## config.mk

```make
export PLATFORM = sky130hd
export DESIGN_NAME = multi_function_pin_port
export DESIGN_NICKNAME = d
export VERILOG_FILES = /design/src/core/mfp_pkg.sv /design/src/core/pin_sync.sv /design/src/core/multi_function_pin_port.sv
export SDC_FILE = /design/constraint.sdc
export NUM_CORES = 1
export LEC_CHECK = 0
export BUFFER_PORTS_ARGS = -buffer_cell sky130_fd_sc_hd__buf_2
export CORE_ASPECT_RATIO = 1.2
export CORE_MARGIN = 3
export CORE_UTILIZATION = 30
export CTS_BUF_LIST = sky130_fd_sc_hd__clkbuf_8
export DETAILED_ROUTE_END_ITERATION = 12
export PLACE_DENSITY = 0.6
export SLEW_MARGIN = 20
export SYNTH_ARGS = -nofsm -noshare
export SYNTH_HDL_FRONTEND = slang
export SYNTH_SLANG_ARGS = --single-unit
export TNS_END_PERCENT = 30
```

## constraint.sdc

```tcl
create_clock -name mclk_in -period 4.2 [get_ports mclk_in]
set_clock_uncertainty 0.15 [all_clocks]
set_input_delay 0.21 -clock mclk_in [delete_from_list [all_inputs] [get_ports mclk_in]]
set_output_delay 0.21 -clock mclk_in [all_outputs]
set_load 0.05 [all_outputs]
```

## src/core/mfp_pkg.sv

```systemverilog
/*
  Shared constants and types for the multi-function pin port: register
  offsets, pin function codes, bit positions, timing and carrier structs.
  Assumes a 250 MHz system clock and a 32-bit AXI4-Lite register bus.
*/
package mfp_pkg;

  //////////////////////////////////////////////////////////////////////////
  // register map, byte addresses
  localparam int          ADDR_W       = 8;
  localparam logic [7:0]  CTRL_OFF     = 8'h00; // interrupt source enables
  localparam logic [7:0]  PIN_CFG_OFF  = 8'h04; // pin function fields [5:0]
  localparam logic [7:0]  PIN_IN_OFF   = 8'h08; // sampled pin levels
  localparam logic [7:0]  IRQ_STAT_OFF = 8'h0c; // sticky events, w1c
  localparam logic [7:0]  IRQ_MASK_OFF = 8'h10; // interrupt mask
  localparam logic [7:0]  MODE_OFF     = 8'h14; // interface mode, stereo

  // reset values
  localparam logic [5:0]  PIN_CFG_RST  = 6'h00;
  localparam logic [1:0]  CTRL_RST     = 2'h0;
  localparam logic [1:0]  MASK_RST     = 2'h0;

  //////////////////////////////////////////////////////////////////////////
  // two-bit pin function codes
  localparam logic [1:0]  FN_HIZ       = 2'h0; // input, not driven
  localparam logic [1:0]  FN_SPECIAL   = 2'h1; // irq or stereo indicator
  localparam logic [1:0]  FN_LOW       = 2'h2; // drive low
  localparam logic [1:0]  FN_HIGH      = 2'h3; // drive high

  // control and status bit positions
  localparam int          CTRL_DS_BIT  = 0; // data service irq enable
  localparam int          CTRL_STC_BIT = 1; // seek/tune complete irq enable
  localparam int          EVT_STC_BIT  = 0;
  localparam int          EVT_DS_BIT   = 1;

  // {third pin, first pin} levels at reset release that pick 3-wire
  localparam logic [1:0]  MODE_3WIRE_CODE = 2'h2;

  // axi responses
  localparam logic [1:0]  RESP_OKAY    = 2'h0;
  localparam logic [1:0]  RESP_SLVERR  = 2'h2;

  //////////////////////////////////////////////////////////////////////////
  // timing: least low time of the irq pin pulse, rounded up
  localparam int          CLK_PERIOD_NS = 4;
  localparam int          PULSE_MIN_MS  = 5;
  localparam int          PULSE_CYCLES  =
    (PULSE_MIN_MS * 1000000 + CLK_PERIOD_NS - 1) / CLK_PERIOD_NS;
  localparam int          PULSE_CNT_W   = 21;

  //////////////////////////////////////////////////////////////////////////
  // carriers
  typedef struct packed {
    logic [1:0] pin3;   // indicator capable pin
    logic [1:0] pin2;   // irq capable pin
    logic [1:0] pin1;   // multi pin one
  } pin_cfg_t;

  typedef struct packed {
    logic stereo;       // level: receiver in stereo
    logic group_valid;  // pulse: valid data service group received
    logic tune_done;    // level: seek_tune_complete
  } rx_event_t;

  typedef enum logic {CAP_ARMED, CAP_DONE} cap_state_t;

endpackage

```

## src/core/pin_sync.sv

```systemverilog
/*
  Two-flop synchroniser for the asynchronous pin inputs, one stage pair
  per bit. Assumes the pins are stable for at least a few clock periods.
*/
`timescale 1ns/1ps
module pin_sync #(
  parameter int W = 3
) (
  input  wire logic         mclk_in,
  input  wire logic [W-1:0] d_in,
  output logic      [W-1:0] q_out
);

  ////////////////////////////////////////////////////////////////////////////
  // first stage feeds only the second stage; no reset so the
  // pin level seen during reset passes straight through
  logic [W-1:0] meta_reg;

  genvar i;
  generate
    for (i = 0; i < W; i++) begin : g_bit
      always_ff @(posedge mclk_in) begin
        meta_reg[i] <= d_in[i];
        q_out[i]    <= meta_reg[i];
      end
    end
  endgenerate

endmodule // pin_sync

```

## src/core/multi_function_pin_port.sv

```systemverilog
/*
  Multi-function pin port: three general purpose pins, one of them an
  interrupt request output, one a stereo indicator, plus strap capture
  of the control interface mode at reset release. Registers over
  AXI4-Lite. Assumes receiver events arrive on mclk_in and that the pad
  ring resolves each pin from out/oe_n and applies the pull-down.
*/
//
// Behaviour
// - pins one and three strap interface mode
// - after powerup all three pins are gpio
// - pin two may signal tune or data irq
// - pin three may show stereo or mono
// - function fields sit in config bits 5:0
// - pin three pull-down only during reset
// - gpio works regardless of supplies or enables
// - data group irq pulses pin two low 5ms
// - early tune irq fires on default tune
`timescale 1ns/1ps
module multi_function_pin_port #(
  parameter int unsigned PULSE_CYCLES = mfp_pkg::PULSE_CYCLES
) (
  input  wire logic                    mclk_in,
  input  wire logic                    rst_n_in,
  // axi4-lite slave
  input  wire logic [7:0]              s_axi_awaddr_in,
  input  wire logic                    s_axi_awvalid_in,
  output logic                         s_axi_awready_out,
  input  wire logic [31:0]             s_axi_wdata_in,
  input  wire logic [3:0]              s_axi_wstrb_in,
  input  wire logic                    s_axi_wvalid_in,
  output logic                         s_axi_wready_out,
  output logic [1:0]                   s_axi_bresp_out,
  output logic                         s_axi_bvalid_out,
  input  wire logic                    s_axi_bready_in,
  input  wire logic [7:0]              s_axi_araddr_in,
  input  wire logic                    s_axi_arvalid_in,
  output logic                         s_axi_arready_out,
  output logic [31:0]                  s_axi_rdata_out,
  output logic [1:0]                   s_axi_rresp_out,
  output logic                         s_axi_rvalid_out,
  input  wire logic                    s_axi_rready_in,
  // receiver status, same clock
  input  wire mfp_pkg::rx_event_t      rx_event_in,
  // pins, split into in / out / enable
  input  wire logic [2:0]              pin_in_in,
  output logic      [2:0]              pin_out_out,
  output logic      [2:0]              pin_oe_n_out,
  output logic                         pulldown_en_out,
  output logic                         iface_mode_3wire_out,
  output logic                         irq_out
);

  ////////////////////////////////////////////////////////////////////////////
  // decoding shared by the read and write paths
  function automatic logic is_mapped(input logic [7:0] a);
    is_mapped = (a == mfp_pkg::CTRL_OFF)     ||
                (a == mfp_pkg::PIN_CFG_OFF)  ||
                (a == mfp_pkg::PIN_IN_OFF)   ||
                (a == mfp_pkg::IRQ_STAT_OFF) ||
                (a == mfp_pkg::IRQ_MASK_OFF) ||
                (a == mfp_pkg::MODE_OFF);
  endfunction

  // {oe_n, out} for one pin from its function code
  function automatic logic [1:0] pin_drive(input logic [1:0] fn,
                                           input logic       has_spec,
                                           input logic       spec_lvl);
    case (fn)
      mfp_pkg::FN_LOW:     pin_drive = 2'h0;
      mfp_pkg::FN_HIGH:    pin_drive = 2'h1;
      mfp_pkg::FN_SPECIAL: pin_drive = has_spec ? {1'b0, spec_lvl} : 2'h2;
      default:             pin_drive = 2'h2; // released, input
    endcase
  endfunction

  ////////////////////////////////////////////////////////////////////////////
  // state
  logic [2:0]                        pin_level;     // synchronised pins
  logic [2:0]                        pin_in_reg;    // software view
  mfp_pkg::pin_cfg_t                 cfg_reg;       // function fields
  logic [1:0]                        ctrl_reg;      // irq source enables
  logic [1:0]                        irq_stat_reg;  // sticky events
  logic [1:0]                        irq_mask_reg;  // 1 = enabled
  mfp_pkg::cap_state_t               cap_reg;       // strap capture
  logic                              stc_prev_reg;  // edge detect
  logic [mfp_pkg::PULSE_CNT_W-1:0]   pulse_cnt_reg; // irq pin low time
  logic [7:0]                        aw_addr_reg;
  logic [31:0]                       w_data_reg;
  logic                              w_strb0_reg;
  logic                              do_write;
  logic                              stc_rise;
  logic                              pulse_trig;
  logic                              pulse_active;
  logic [1:0]                        evt_set;
  logic [1:0]                        evt_clr;
  logic [5:0]                        drv_next;      // {oe_n,out} x3
  logic [31:0]                       rd_mux;

  ////////////////////////////////////////////////////////////////////////////
  // pin synchroniser
  pin_sync #(
    .W (3)
  ) u_pin_sync (
    .mclk_in (mclk_in),
    .d_in    (pin_in_in),
    .q_out   (pin_level)
  );

  ////////////////////////////////////////////////////////////////////////////
  // pull-down on the third pin only while reset is held
  always_ff @(posedge mclk_in) begin
    pulldown_en_out <= !rst_n_in;
  end

  ////////////////////////////////////////////////////////////////////////////
  // strap capture: the first edge after release takes the levels the
  // host held through reset; nothing but a new reset re-arms it
  always_ff @(posedge mclk_in) begin
    if (!rst_n_in) begin
      cap_reg              <= mfp_pkg::CAP_ARMED;
      iface_mode_3wire_out <= 1'b0;
    end else begin
      case (cap_reg)
        mfp_pkg::CAP_ARMED: begin
          iface_mode_3wire_out <= ({pin_level[2], pin_level[0]} ==
                                   mfp_pkg::MODE_3WIRE_CODE);
          cap_reg              <= mfp_pkg::CAP_DONE;
        end
        mfp_pkg::CAP_DONE: begin
          cap_reg <= mfp_pkg::CAP_DONE;
        end
        default: begin
          cap_reg <= mfp_pkg::CAP_DONE;
        end
      endcase
    end
  end

  ////////////////////////////////////////////////////////////////////////////
  // write channel: address and data taken in either order, the write
  // lands once both are held and no response is pending
  assign do_write = !s_axi_awready_out && !s_axi_wready_out &&
                    !s_axi_bvalid_out;

  always_ff @(posedge mclk_in) begin
    if (!rst_n_in) begin
      s_axi_awready_out <= 1'b1;
      aw_addr_reg       <= 8'h00;
    end else if (s_axi_awvalid_in && s_axi_awready_out) begin
      s_axi_awready_out <= 1'b0;
      aw_addr_reg       <= s_axi_awaddr_in;
    end else if (s_axi_bvalid_out && s_axi_bready_in) begin
      s_axi_awready_out <= 1'b1;
    end
  end

  always_ff @(posedge mclk_in) begin
    if (!rst_n_in) begin
      s_axi_wready_out <= 1'b1;
      w_data_reg       <= 32'h0000_0000;
      w_strb0_reg      <= 1'b0;
    end else if (s_axi_wvalid_in && s_axi_wready_out) begin
      s_axi_wready_out <= 1'b0;
      w_data_reg       <= s_axi_wdata_in;
      w_strb0_reg      <= s_axi_wstrb_in[0]; // all fields in lane 0
    end else if (s_axi_bvalid_out && s_axi_bready_in) begin
      s_axi_wready_out <= 1'b1;
    end
  end

  // response raised on the same edge the write lands
  always_ff @(posedge mclk_in) begin
    if (!rst_n_in) begin
      s_axi_bvalid_out <= 1'b0;
      s_axi_bresp_out  <= mfp_pkg::RESP_OKAY;
    end else if (do_write) begin
      s_axi_bvalid_out <= 1'b1;
      s_axi_bresp_out  <= is_mapped(aw_addr_reg) ? mfp_pkg::RESP_OKAY :
                                                   mfp_pkg::RESP_SLVERR;
    end else if (s_axi_bready_in) begin
      s_axi_bvalid_out <= 1'b0;
    end
  end

  ////////////////////////////////////////////////////////////////////////////
  // software registers; gpio settings are never gated by power state
  always_ff @(posedge mclk_in) begin
    if (!rst_n_in) begin
      cfg_reg      <= mfp_pkg::PIN_CFG_RST;
      ctrl_reg     <= mfp_pkg::CTRL_RST;
      irq_mask_reg <= mfp_pkg::MASK_RST;
    end else if (do_write && w_strb0_reg) begin
      case (aw_addr_reg)
        mfp_pkg::PIN_CFG_OFF:  cfg_reg      <= w_data_reg[5:0];
        mfp_pkg::CTRL_OFF:     ctrl_reg     <= w_data_reg[1:0];
        mfp_pkg::IRQ_MASK_OFF: irq_mask_reg <= w_data_reg[1:0];
        default: begin
          cfg_reg <= cfg_reg; // status, read-only or unmapped
        end
      endcase
    end
  end

  ////////////////////////////////////////////////////////////////////////////
  // events: rising edge of tune complete, each valid data group
  assign stc_rise = rx_event_in.tune_done && !stc_prev_reg;
  assign evt_set  = {rx_event_in.group_valid, stc_rise};
  assign evt_clr  = (do_write && w_strb0_reg &&
                     aw_addr_reg == mfp_pkg::IRQ_STAT_OFF) ?
                    w_data_reg[1:0] : 2'h0;

  always_ff @(posedge mclk_in) begin
    if (!rst_n_in) begin
      stc_prev_reg <= 1'b0;
    end else begin
      stc_prev_reg <= rx_event_in.tune_done;
    end
  end

  // sticky status; a set in the clearing cycle survives
  always_ff @(posedge mclk_in) begin
    if (!rst_n_in) begin
      irq_stat_reg <= 2'h0;
    end else begin
      irq_stat_reg <= (irq_stat_reg & ~evt_clr) | evt_set;
    end
  end

  always_ff @(posedge mclk_in) begin
    if (!rst_n_in) begin
      irq_out <= 1'b0;
    end else begin
      irq_out <= |(irq_stat_reg & irq_mask_reg);
    end
  end

  ////////////////////////////////////////////////////////////////////////////
  // irq pin pulse; no powerup gate, so an enable set early also
  // reports the default tune done during powerup
  assign pulse_trig = (cfg_reg.pin2 == mfp_pkg::FN_SPECIAL) &&
    ((ctrl_reg[mfp_pkg::CTRL_DS_BIT] && rx_event_in.group_valid) ||
     (ctrl_reg[mfp_pkg::CTRL_STC_BIT] && stc_rise));
  assign pulse_active = (pulse_cnt_reg != '0);

  // a new event restarts the full low time
  always_ff @(posedge mclk_in) begin
    if (!rst_n_in) begin
      pulse_cnt_reg <= '0;
    end else if (pulse_trig) begin
      pulse_cnt_reg <= mfp_pkg::PULSE_CNT_W'(PULSE_CYCLES);
    end else if (pulse_active) begin
      pulse_cnt_reg <= pulse_cnt_reg - 1'b1;
    end
  end

  ////////////////////////////////////////////////////////////////////////////
  // pin drivers: pin two idles high and pulses low, pin three follows
  // stereo, pin one has no special function and stays released
  genvar g;
  generate
    for (g = 0; g < 3; g++) begin : g_pin
      assign drv_next[2*g +: 2] = pin_drive(
        cfg_reg[2*g +: 2],
        (g != 0),
        (g == 1) ? !pulse_active : rx_event_in.stereo);
    end
  endgenerate

  always_ff @(posedge mclk_in) begin
    if (!rst_n_in) begin
      pin_oe_n_out <= 3'h7;
      pin_out_out  <= 3'h0;
    end else begin
      pin_oe_n_out <= {drv_next[5], drv_next[3], drv_next[1]};
      pin_out_out  <= {drv_next[4], drv_next[2], drv_next[0]};
    end
  end

  // sampled levels for software, whatever the pin function
  always_ff @(posedge mclk_in) begin
    if (!rst_n_in) begin
      pin_in_reg <= 3'h0;
    end else begin
      pin_in_reg <= pin_level;
    end
  end

  ////////////////////////////////////////////////////////////////////////////
  // read channel: one outstanding read, data one cycle after address
  always_comb begin
    rd_mux = 32'h0000_0000;
    case (s_axi_araddr_in)
      mfp_pkg::CTRL_OFF:     rd_mux[1:0] = ctrl_reg;
      mfp_pkg::PIN_CFG_OFF:  rd_mux[5:0] = cfg_reg;
      mfp_pkg::PIN_IN_OFF:   rd_mux[2:0] = pin_in_reg;
      mfp_pkg::IRQ_STAT_OFF: rd_mux[1:0] = irq_stat_reg;
      mfp_pkg::IRQ_MASK_OFF: rd_mux[1:0] = irq_mask_reg;
      mfp_pkg::MODE_OFF:     rd_mux[1:0] = {rx_event_in.stereo,
                                            iface_mode_3wire_out};
      default:               rd_mux = 32'h0000_0000;
    endcase
  end

  always_ff @(posedge mclk_in) begin
    if (!rst_n_in) begin
      s_axi_arready_out <= 1'b1;
      s_axi_rvalid_out  <= 1'b0;
      s_axi_rdata_out   <= 32'h0000_0000;
      s_axi_rresp_out   <= mfp_pkg::RESP_OKAY;
    end else if (s_axi_arvalid_in && s_axi_arready_out) begin
      s_axi_arready_out <= 1'b0;
      s_axi_rvalid_out  <= 1'b1;
      s_axi_rdata_out   <= rd_mux;
      s_axi_rresp_out   <= is_mapped(s_axi_araddr_in) ?
                           mfp_pkg::RESP_OKAY : mfp_pkg::RESP_SLVERR;
    end else if (s_axi_rvalid_out && s_axi_rready_in) begin
      s_axi_arready_out <= 1'b1;
      s_axi_rvalid_out  <= 1'b0;
    end
  end
endmodule // multi_function_pin_port

```

# Word level (Yosys, flattened, before mapping)
# Cells that the tools add are included.
totals:
  register_bits: 83
  inputBits: 65
  output_inout_bits: 50
  elab_cells: 122
classes:
  addsub: 1
  eq_ne: 19
  n_mux: 21
  bitwise_logic: 5
  reduce_logical: 43
op_table:
  columns: ["op", "n"]
  rows:
  - ["21-bit two-way mux", 2]
  - ["8-bit by 4-bit equality test with 1-bit output, second input constant", 4]
  - ["8-bit by 5-bit equality test with 1-bit output, second input constant", 4]
  - ["21-bit nonzero test", 1]
  - ["21-bit by 1-bit subtractor with 21-bit output, second input constant", 1]
  - ["8-bit by 3-bit equality test with 1-bit output, second input constant", 2]
  - ["8-bit zero test", 2]
  - ["2-bit equality test, second input constant", 7]
  - ["1-bit logical AND", 13]
  - ["2-bit case mux with 3 select lines", 2]
  - ["2-bit case mux with 6 select lines", 1]
  - ["1-bit logical OR", 11]
  - ["1-bit two-way mux", 10]
  - ["2-bit nonzero test", 5]
  - ["1-bit zero test", 6]
  - ["2-bit two-way mux", 3]
  - ["2-bit AND reduction", 3]
  - ["2-bit bitwise AND", 2]
  - ["2-bit by 1-bit equality test with 1-bit output, second input constant", 2]
  - ["2-bit case mux with 2 select lines", 1]
  - ["2-bit OR reduction", 2]
  - ["3-bit two-way mux", 1]
  - ["2-bit inverter", 1]
  - ["2-bit bitwise OR", 1]
  - ["other kinds (2)", 2]

# Depth between registers and ports, before layout
# Gate-level depths: netlist of the first run.
logic_depth:
  ltp_word: 9
  mapped_depth: 8
  depth_no_buf: 7

# Modules after synthesis
# A second synthesis of the first run with hierarchy kept.
unflattened:
  hier_cells: 394
  area_unflattened_um2: 3487.1
modules_own_cells:
  columns: ["mod", "n_inst", "cells_each", "area_each_um2", "seq_area_each_um2"]
  rows:
  - ["multi_function_pin_port", 1, 388, 3367.0, 1501.4]
  - ["pin_sync", 1, 6, 120.1, 120.1]

# Worst setup path before layout of the first run
# No wires, ideal clock.
synth_path:
  path_type: "flip-flop to flip-flop"
  from: "register s_axi_bvalid_out"
  to: "register cfg_reg[0] (netlist bit)"
  setup_time_ns: 0.128
  arrival_ns: 1.992
  required_time_ns: 3.922
  slack_ns: 1.931
  path_stages_with_launch: 6
  n_path_buf: 0
  period_less_slack_ns: 2.269
  cell_sequence: "dfxtp_1 > nor3_1 > nand3_1 > nor4_2 > mux2i_1 > nor2_1"
synth_between:
  elab_chain_len: 4
synth_rtl:
  columns: ["item", "line_no", "text"]
  rows:
  - ["start, declared", "multi_function_pin_port.sv:34", "output logic s_axi_bvalid_out,"]
  - ["start signal, assigned", "multi_function_pin_port.sv:175", "s_axi_bvalid_out <= 1'b0;"]
  - ["start signal, assigned", "multi_function_pin_port.sv:178", "s_axi_bvalid_out <= 1'b1;"]
  - ["start signal, assigned", "multi_function_pin_port.sv:182", "s_axi_bvalid_out <= 1'b0;"]
  - ["1-bit zero test", "multi_function_pin_port.sv:144", "!s_axi_bvalid_out;"]
  - ["1-bit logical AND", "multi_function_pin_port.sv:143", "assign do_write = !s_axi_awready_out && !s_axi_wready_out &&"]
  - ["1-bit logical AND", "multi_function_pin_port.sv:193", "end else if (do_write && w_strb0_reg) begin"]
  - ["2-bit AND reduction (no source line)", null, null]
  - ["end signal, assigned", "multi_function_pin_port.sv:190", "cfg_reg <= mfp_pkg::PIN_CFG_RST;"]
  - ["end signal, assigned", "multi_function_pin_port.sv:195", "mfp_pkg::PIN_CFG_OFF: cfg_reg <= w_data_reg[5:0];"]
  - ["end signal, assigned", "multi_function_pin_port.sv:199", "cfg_reg <= cfg_reg;"]
  - ["end, declared", "multi_function_pin_port.sv:81", "mfp_pkg::pin_cfg_t cfg_reg;"]
# Every way passes these cells.
# A chain may end at the register's enable or synchronous reset.

# Worst setup path in the final report of the first run
layout_path:
  from: "register pulse_cnt_reg[6] (netlist bit)"
  to: "register pulse_cnt_reg[17] (netlist bit)"
layout_between:
  elab_chain_len: 3
  word_cells_on_any_way: 5
  classes_between: "1 x add/sub; 2 x mux; 2 x reduce/logical"
layout_rtl:
  columns: ["item", "line_no", "text"]
  rows:
  - ["start, declared", "multi_function_pin_port.sv:87", "logic [mfp_pkg::PULSE_CNT_W-1:0] pulse_cnt_reg;"]
  - ["start signal, assigned", "multi_function_pin_port.sv:251", "pulse_cnt_reg <= mfp_pkg::PULSE_CNT_W'(PULSE_CYCLES);"]
  - ["start signal, assigned", "multi_function_pin_port.sv:253", "pulse_cnt_reg <= pulse_cnt_reg - 1'b1;"]
  - ["21-bit by 1-bit subtractor with 21-bit output", "multi_function_pin_port.sv:253", null]
  - ["21-bit two-way mux", "multi_function_pin_port.sv:252", "end else if (pulse_active) begin"]
  - ["21-bit two-way mux", "multi_function_pin_port.sv:250", "end else if (pulse_trig) begin"]
# Several ways; a longest one is shown, not always the timed one. The select of a mux whose other input is x is not followed.

==> metrics.yaml, run 1 <==
outcome: "finished, final reports clean"
cts_tree: "yes"
via_count: 2906
clock_sinks: 81
finalHoldViolations: 0
antenna_found_initial: 0
place_ws_ns: 1.336
syn_area_mm2: 0.003487
placed_cell_area_mm2: 0.003769
grt_pass1_vias: 2733
wl_per_cell_um: 12.69
power.leakage_nw: 1.700
post-dp-hpwl_um: 5718
min_from: "s_axi_bready_in"
grt_pass1_wl_um: 12900
dp_cells: 588
clock_latency_ns: 0.36
layout_common_cells: "dfxtp_1, buf_2, nand2_1, nor2_1, a21oi_1"
areaGrowthSynthToFinish_pct: 19.59
finalMaxSlewViolations: 0
grt_max_degree: 38
gr-total-overflow: 0
diodes: 0
worstSetupStartpoint: "pulse_cnt_reg[6]"
yosysSeqAreaShare_pct: 46.50
path_clk_slew_ns: 0.08
start_kind: "flip-flop"
slew_headroom_pct: 36.04
yosysUniqueCellTypes: 54
layout_commonest_cell: "dfxtp_1"
drt_iter0_drc: 124
cp-end-kind: "flip-flop"
ys_ff_latch: 81
track_usage_pct: 12.41
min_path_type: "input port to flip-flop"
fin_nets: 534
peakVddDrop_v: 0.0002824
die_h_um: 124.1
clock_path_buffers: 2
arrival_ns: 2.70
synth_ff_type: "dfxtp_1"
die_width_um: 104.4
p_per_area_mw_per_mm2: 578.2
design_area_mm2: 0.004170
period_share_pct: 61.96
period_minus_slack_ns: 2.602
synth-async-reset-ratio_pct: 0
setup_viol: 0
drc: 0
clock-root-buffer: "clkbuf_8"
fin_setup_tns_ns: 0
viasPerCell: 4.642
synth_edf_count: 0
postCtsSetupBuffers: 0
syn_inst: 394
layout_setup_ws_ns: 1.598
critPathRequiredTime_ns: 4.30
rows: 42
netlist.area_leader.share_pct: 46.50
synth.largest_area_cell: "dfxtp_1"
avgSynthCellArea_um2: 8.850
critPathMaxStageDelay_ns: 0.69
die-area_mm2: 0.01296
grt_setup_unrepaired: "false"
tightest_slew_ns: 0.9515
start_util_pct: 31.15
first_pass_iters: 4
final_cells: 626
cp_max_fo: 16
fmax_mhz: 384.3
gp_congestion: 0.8418
cp_slowest_cell: "nor3_1"
path_cells: "nor3_1 -> nand4_1 -> o21ai_2 -> nor4_1 -> o31a_1"
synthTopCellsByArea: "dfxtp_1, buf_4, a21oi_1, nand2_1, nor2_1"
numCtsBuffers: 9
layout-drive-gt1-share_pct: 18.64
port_buffers: 57
htreeDepth: 3
path_class: "flip-flop to flip-flop"
ant_nets: 0
drt_wl_total_um: 7942
maxCapViolations: 0
io_pins: 115
rr_startpoint: "pulse_cnt_reg[6]"
core_area_mm2: 0.01119
ys_warn_count: 0
largest_register_ffs: 21
[final timing paths]
path	end	slack, ns	cells past startpoint
hold reg to reg	u_pin_sync.q_out[2]	0.18	0
hold / removal	s_axi_wready_out	0.02	3
setup / recovery	pulse_cnt_reg[17]	1.60	5
setup reg to reg	pulse_cnt_reg[17]	1.60	5
[metrics by stage]
stage / power [W] / utilization [%] / hold WS (ns)
6_report: 0.002411 / 37.26 / 0.01550
3_3_place_gp: 0.001856 / 33.67 / 0.1610
3_5_place_dp: 0.001879 / 33.67 / 0.1621
2_1_floorplan: 0.001754 / - / 0.08772
5_1_grt: 0.002587 / 37.26 / 0.04114
4_1_cts: 0.002414 / 37.22 / 0.006645
[synth_stat cells (2+ instances only)]
cell and n:
o31a_1 4, and2_1 5, mux4_2 2, a211oi_1 3
mux2i_1 8, xnor2_1 7, a22oi_1 6, nand3b_1 4
clkbuf_1 11, xor2_1 2, nand4_1 6, nor2b_1 2
or4_1 3, or3_2 2, nor3_1 5, nor4_2 2
buf_4 28, nand2b_1 5, clkbuf_8 2, and4_1 2
o22ai_1 2, ha_1 2, and3_1 5, nand3_1 8
buf_1 2, nand2_1 48, o21a_1 5, o211ai_1 3
nor4_1 7, inv_1 10, o31ai_1 2, a21oi_1 36
dfxtp_1 81, or3_1 4, nor2_1 37, o211a_1 3
o21ai_0 13
[cell families (layout without fill, tap and decap cells)]
| family | Yosys count | after routing | share of synthesized area (%) |
|---|---|---|---|
| and+or+nand+nor | 154 | 154 | 22.57 |
| AOI/OAI and AO/OA | 81 | 81 | 14.42 |
| DFF | 81 | 81 | 46.50 |
| buffers and inverters | 56 | 107 | 9.831 |
| muxes | 10 | 10 | 3.588 |
| xor gates and xnor gates | 9 | 9 | 2.261 |
| adders and majority gates | 2 | 2 | 0.7175 |
| other | 1 | 28 | 0.1075 |
[critical path: cells and delay by family (launching register included)]
kind,cells,cell delay (ns)
AOI/OAI and AO/OA,2,0.86
DFF,1,0.35
and+or+nand+nor,3,1.14
[what timing repair did]
| action | CTS | global route |
|---|---|---|
| hold endpoints to repair | 23 | 0 |
| hold buffers | 22 | 0 |
| resized for setup | 0 | 0 |
[layer usage]
| layer | part of all wire, % | vias up | GRT usage (%) |
|---|---|---|---|
| met1 | 43 | 1337 | 13.88 |
| li1 | - | 1462 | - |
| met4 | 2.0 | 0 | 6.318 |
| met3 | 5.5 | 15 | 2.074 |
| met5 | 0 | - | 0 |
| met2 | 50 | 92 | 22.82 |
[cell type report]
type	count	area (um^2)
clock buffer	9	123.9
clock inverter	7	53.80
fill	1176	7023
inverter	12	45.04
multi-input combinational	284	1628
sequential	81	1622
tap	154	192.7
timing repair buffer	79	505.5
[where the power goes]
part | internal (W) | switching, W
Sequential | 0.000874 | 0.000103
Combinational | 0.000354 | 0.000561
Clock | 0.000218 | 0.000300
No activity file was read; power rests on OpenSTA's default activity.
==> inputs of run 2 (changes only) <==
--- a/config.mk
+++ b/config.mk
@@ -5,13 +5,14 @@
 export SDC_FILE = /design/constraint.sdc
 export NUM_CORES = 1
 export LEC_CHECK = 0
+export ABC_AREA = 1
 export BUFFER_PORTS_ARGS = -buffer_cell sky130_fd_sc_hd__buf_2
 export CORE_ASPECT_RATIO = 1.2
 export CORE_MARGIN = 3
 export CORE_UTILIZATION = 30
 export CTS_BUF_LIST = sky130_fd_sc_hd__clkbuf_8
 export DETAILED_ROUTE_END_ITERATION = 12
-export PLACE_DENSITY = 0.6
+export PLACE_DENSITY = 0.59
 export SLEW_MARGIN = 20
 export SYNTH_ARGS = -nofsm -noshare
 export SYNTH_HDL_FRONTEND = slang
==> constraint.sdc (replaced) <==
create_clock -name mclk_in -period 2.5 [get_ports mclk_in]
set_clock_uncertainty 0.15 [all_clocks]
set_input_delay 0.125 -clock mclk_in [delete_from_list [all_inputs] [get_ports mclk_in]]
set_output_delay 0.125 -clock mclk_in [all_outputs]
set_load 0.05 [all_outputs]
==> metrics.yaml, run 2 <==
reg2reg_depth: 7
viasPerCell: 4.273
finalMaxSlewViolations: 0
hold_depth: 5
cts_tree: "yes"
met1_length_um: 3741
port_buffers: 57
antenna_found_initial: 0
total_power_w: 0.004981
cp_max_fo: 7
synth-async-reset-ratio_pct: 0
numCtsBuffers: 9
grt_setup_unrepaired: "false"
yosysSeqAreaShare_pct: 42.79
ys_warn_count: 0
fillers: 1305
ys_ff_latch: 81
peakVddDrop_v: 0.0005236
synth_common_cells: "nor2_1, nand2_1, dfxtp_1"
layout_common_cells: "nor2_1, nand2_1, dfxtp_1, buf_2, inv_1"
worstHoldEndpoint: "s_axi_rresp_out[1]"
grt_pass1_vias: 3267
drt_iter0_drc: 161
maxCapViolations: 0
die_h_um: 129.1
arrival_ns: 1.92
gp_congestion: 0.8449
min_path_type: "input port to flip-flop"
multi_input_area_mm2: 0.001797
outcome: "finished, final reports clean"
rows: 44
yosysUniqueCellTypes: 32
die_width_um: 108.6
avgSynthCellArea_um2: 7.246
synth.largest_area_cell: "dfxtp_1"
clock_sinks: 81
wl_met3_um: 428
first_pass_iters: 4
p_per_area_mw_per_mm2: 1069
wl_per_cell_um: 11.31
path_clk_slew_ns: 0.08
grt_max_degree: 29
largest_register_ffs: 21
fin_setup_tns_ns: 0
layout-drive-gt1-share_pct: 17.10
die-area_mm2: 0.01402
r2r_end: "pulse_cnt_reg[4]"
post-dp-hpwl_um: 6433
cp-end-kind: "flip-flop"
rr_startpoint: "pulse_cnt_reg[0]"
core_area_mm2: 0.01222
power.leakage_nw: 2.192
setup_viol: 0
synth_edf_count: 0
highest_layer: "met4"
reg2reg_slack_ns: 0.67
syn_area_mm2: 0.003790
critPathRequiredTime_ns: 2.59
clock_latency_ns: 0.36
yosysMostFrequentCell: "nor2_1"
clock-root-buffer: "clkbuf_8"
via_count: 3337
netlist.area_leader.share_pct: 42.79
grt_pass1_wl_um: 14780
path_class: "flip-flop to flip-flop"
synthTopCellsByArea: "dfxtp_1, nor2_1, nand2_1, buf_4, o21ai_0"
synth_ff_type: "dfxtp_1"
io_pins: 115
fmax_mhz: 545.0
period_minus_slack_ns: 1.835
period_share_pct: 73.39
finalHoldViolations: 0
dr_wl_met2_um: 4501
htreeDepth: 3
drt_wl_total_um: 8835
start_kind: "flip-flop"
ant_nets: 0
clock_path_buffers: 2
seq_area_mm2: 0.001622
fin_nets: 683
syn_inst: 523
diodes: 0
start_util_pct: 31.01
gr-total-overflow: 0
drc: 0
track_usage_pct: 13.34
min_from: "s_axi_araddr_in[1]"
postCtsSetupBuffers: 0
layout_commonest_cell: "nor2_1"
areaGrowthSynthToFinish_pct: 22.94
==> run 2: cell count changes after synthesis, sizes merged, moves of 8 or more <==
cell,change
nand3,+28
nor4,-9
mux2i,-8
o21ai,+29
nor2,+71
inv,+46
nand2,+49
==> run 2: final cells by class <==
class                      instances  area share, %
clock buffer                       9          2.658
clock inverter                     6          1.316
inverter                          57          4.592
multi-input combinational        374          38.56
sequential                        81          34.80
tap                              161          4.323
timing repair buffer              93          13.75
==> run 2: where the power goes <==
group	switching (W)	internal (W)	total, W
Sequential	0.000213	0.00150	0.00171
Clock	0.000482	0.000450	0.000932
Combinational	0.00152	0.000815	0.00234
==> run 2: timing repair <==
| item | in CTS | in global routing |
|---|---|---|
| hold buffers | 34 | 0 |
| hold endpoints to repair | 28 | 0 |
| resized for setup | 0 | 0 |
==> run 2: per-stage QoR <==
stage / std cells / hold slack [ns] / setup WS, ns / utilization [%] / area, um^2
CTS: 781 / 0.02229 / 0.6518 / 38.12 / 4659
finish: 781 / 0.03582 / 0.6652 / 38.12 / 4659
global route: 781 / 0.05721 / 0.5454 / 38.12 / 4659
floorplan: 550 / 0.002717 / 0.8810 / - / 3891
detailed placement: 732 / 0.08145 / 0.6864 / 33.82 / 4134
global placement: 732 / 0.08121 / 0.7127 / 33.82 / 4134
==> run 2: worst max-delay path by stage <==
stage	slack [ns]	start	to	depth (start not counted)
floorplan	0.88	pulse_cnt_reg[0]	pulse_cnt_reg[4]	7
global placement	0.71	pulse_cnt_reg[0]	pulse_cnt_reg[4]	7
detailed placement	0.69	pulse_cnt_reg[0]	pulse_cnt_reg[4]	7
CTS	0.65	pulse_cnt_reg[0]	pulse_cnt_reg[4]	7
global route	0.55	pulse_cnt_reg[0]	pulse_cnt_reg[4]	7
finish	0.67	pulse_cnt_reg[0]	pulse_cnt_reg[4]	7
==> run 2: critical path, cell delays in order, from the launching register on <==
cell and delay (ns):
dfxtp_1 0.42, inv_2 0.12, ha_1 0.30, nand2_2 0.18
inv_1 0.12, or2_2 0.28, nand3_1 0.08, a21oi_1 0.07
==> run 2: kinds of logic after synthesis <==
logic type | Yosys count | synth area share, %
AO/OA/AOI/OAI | 82 | 11.19
XOR/XNOR | 6 | 1.387
adder cells (fa/ha/maj) | 2 | 0.6602
buffers and inverters | 95 | 12.48
flip-flops | 81 | 42.79
other | 1 | 0.09895
AND/OR/NAND/NOR | 256 | 31.40
==> run 2: layer usage <==
metal  vias to the layer above  global-route usage (%)
met5                         -                       0
met4                         0                   5.721
met3                        14                   3.388
met2                        77                   23.94
met1                      1457                   14.84
li1                       1789                       -
==> inputs of run 3 (changes only) <==
==> constraint.sdc (replaced) <==
create_clock -name mclk_in -period 1.8 [get_ports mclk_in]
set_clock_uncertainty 0.15 [all_clocks]
set_input_delay 0.09 -clock mclk_in [delete_from_list [all_inputs] [get_ports mclk_in]]
set_output_delay 0.09 -clock mclk_in [all_outputs]
set_load 0.05 [all_outputs]
==> metrics.yaml, run 3 (synthesis results as in run 2) <==
start_util_pct: 31.01
maxCapViolations: 0
gr-total-overflow: 0
final_cells: 781
via_count: 3363
setup_viol: 0
cp_max_fo: 19
postCtsSetupBuffers: 0
period_minus_slack_ns: 1.673
grt_max_degree: 23
path_delay_family: "buffers and inverters"
final_util_pct: 38.10
layout-drive-gt1-share_pct: 18.23
critPathRequiredTime_ns: 1.90
period_share_pct: 92.93
grt_pass1_wl_um: 14690
largest_register_ffs: 21
grt_setup_unrepaired: "false"
path_cells: "dlygate4sd3_1 -> buf_2 -> inv_1 -> buf_4 -> a21oi_1 -> dlygate4sd3_1"
cp_slowest_cell: "dlygate4sd3_1"
wl_per_cell_um: 11.42
worstSetupStartpoint: "rst_n_in"
fin_nets: 682
htreeDepth: 3
track_usage_pct: 13.13
fillers: 1303
die_h_um: 129.1
outcome: "finished, final reports clean"
finalHoldViolations: 0
path_class: "input port to flip-flop"
first_pass_iters: 4
io_pins: 115
total_power_w: 0.007041
diodes: 0
die_width_um: 108.6
die-area_mm2: 0.01402
peakVddDrop_v: 0.0005738
post-dp-hpwl_um: 6665
drt_wl_total_um: 8919
clock-root-buffer: "clkbuf_8"
fmax_mhz: 597.8
power.leakage_nw: 2.204
drc: 0
ctsResizeCount: 0
ctsHoldBuffers: 28
drt_iter0_drc: 118
layout_common_cells: "nor2_1, nand2_1, dfxtp_1, buf_2, inv_1"
start_kind: "input port"
ant_nets: 0
port_buffers: 57
dp_cells: 737
cts_tree: "yes"
critPathMostFrequentCell: "dlygate4sd3_1"
crit_buf_inv: 5
clock_sinks: 81
p_per_area_mw_per_mm2: 1512
clock_latency_ns: 0.36
rows: 44
finalMaxSlewViolations: 0
cp-end-kind: "flip-flop"
clock_path_buffers: 2
core_area_mm2: 0.01222
gp_congestion: 0.8545
arrival_ns: 1.77
path_clk_slew_ns: 0.09
hold_slack_ns: 0.01691
min_path_type: "input port to flip-flop"
min_from: "s_axi_wvalid_in"
rr_startpoint: "pulse_cnt_reg[0]"
antenna_found_initial: 0
areaGrowthSynthToFinish_pct: 22.88
critPathMaxStageDelay_ns: 0.57
numCtsBuffers: 9
viasPerCell: 4.306
grt_pass1_vias: 3199
fin_setup_tns_ns: 0
layout_commonest_cell: "nor2_1"
-- run 3: changes by cell type in the layout (fill, tap and decap cells not counted), sizes merged --
cell | before | now
clkbuf | 9 | 10
dlygate4sd3 | 34 | 28
buf | 59 | 64
inv | 58 | 57
clkinv | 1 | 3
clkinvlp | 3 | 2
-- run 3: path summary, 6_finish.rpt --
check	cells past startpoint	endpoint	slack, ns
setup / recovery	6	s_axi_rvalid_out	0.13
hold / removal	3	w_strb0_reg	0.02
setup reg to reg	7	pulse_cnt_reg[7]	0.17
hold reg to reg	0	u_pin_sync.q_out[2]	0.18
-- run 3: area by class of cell --
type / instances / area [um^2] / area share [%]
clock inverter: 6 / 67.56 / 1.451
multi-input combinational: 374 / 1797 / 38.58
sequential: 81 / 1622 / 34.82
inverter: 57 / 214.0 / 4.594
timing repair buffer: 92 / 618.1 / 13.27
tap: 161 / 201.4 / 4.326
clock buffer: 10 / 137.6 / 2.955
-- run 3: per-stage QoR --
step | worst slack, ns | cell area, um^2
finish | 0.1273 | 4657
floorplan | 0.1810 | 3891
global route | 0.008737 | 4657
detailed placement | 0.1675 | 4172
CTS | 0.1611 | 4657
global placement | 0.2075 | 4172
-- run 3: worst min-delay path, cell delays in order --
cell     delay [ns]
buf_2          0.10
nand2_1        0.19
a21oi_1        0.10
-- run 3: per-layer routing --
| layer | vias to the layer above | routed length, um | global-route usage (%) |
|---|---|---|---|
| met2 | 78 | 4466 | 23.21 |
| met5 | - | 0 | 0 |
| met4 | 0 | 122 | 4.532 |
| met1 | 1488 | 3995 | 15.87 |
| li1 | 1787 | - | - |
| met3 | 10 | 335 | 2.491 |
-- run 3: power breakdown --
| part | switching [W] | internal (W) | total [W] |
|---|---|---|---|
| clock network | 0.000696 | 0.000681 | 0.00138 |
| logic | 0.00214 | 0.00116 | 0.00330 |
| registers | 0.000282 | 0.00208 | 0.00236 |
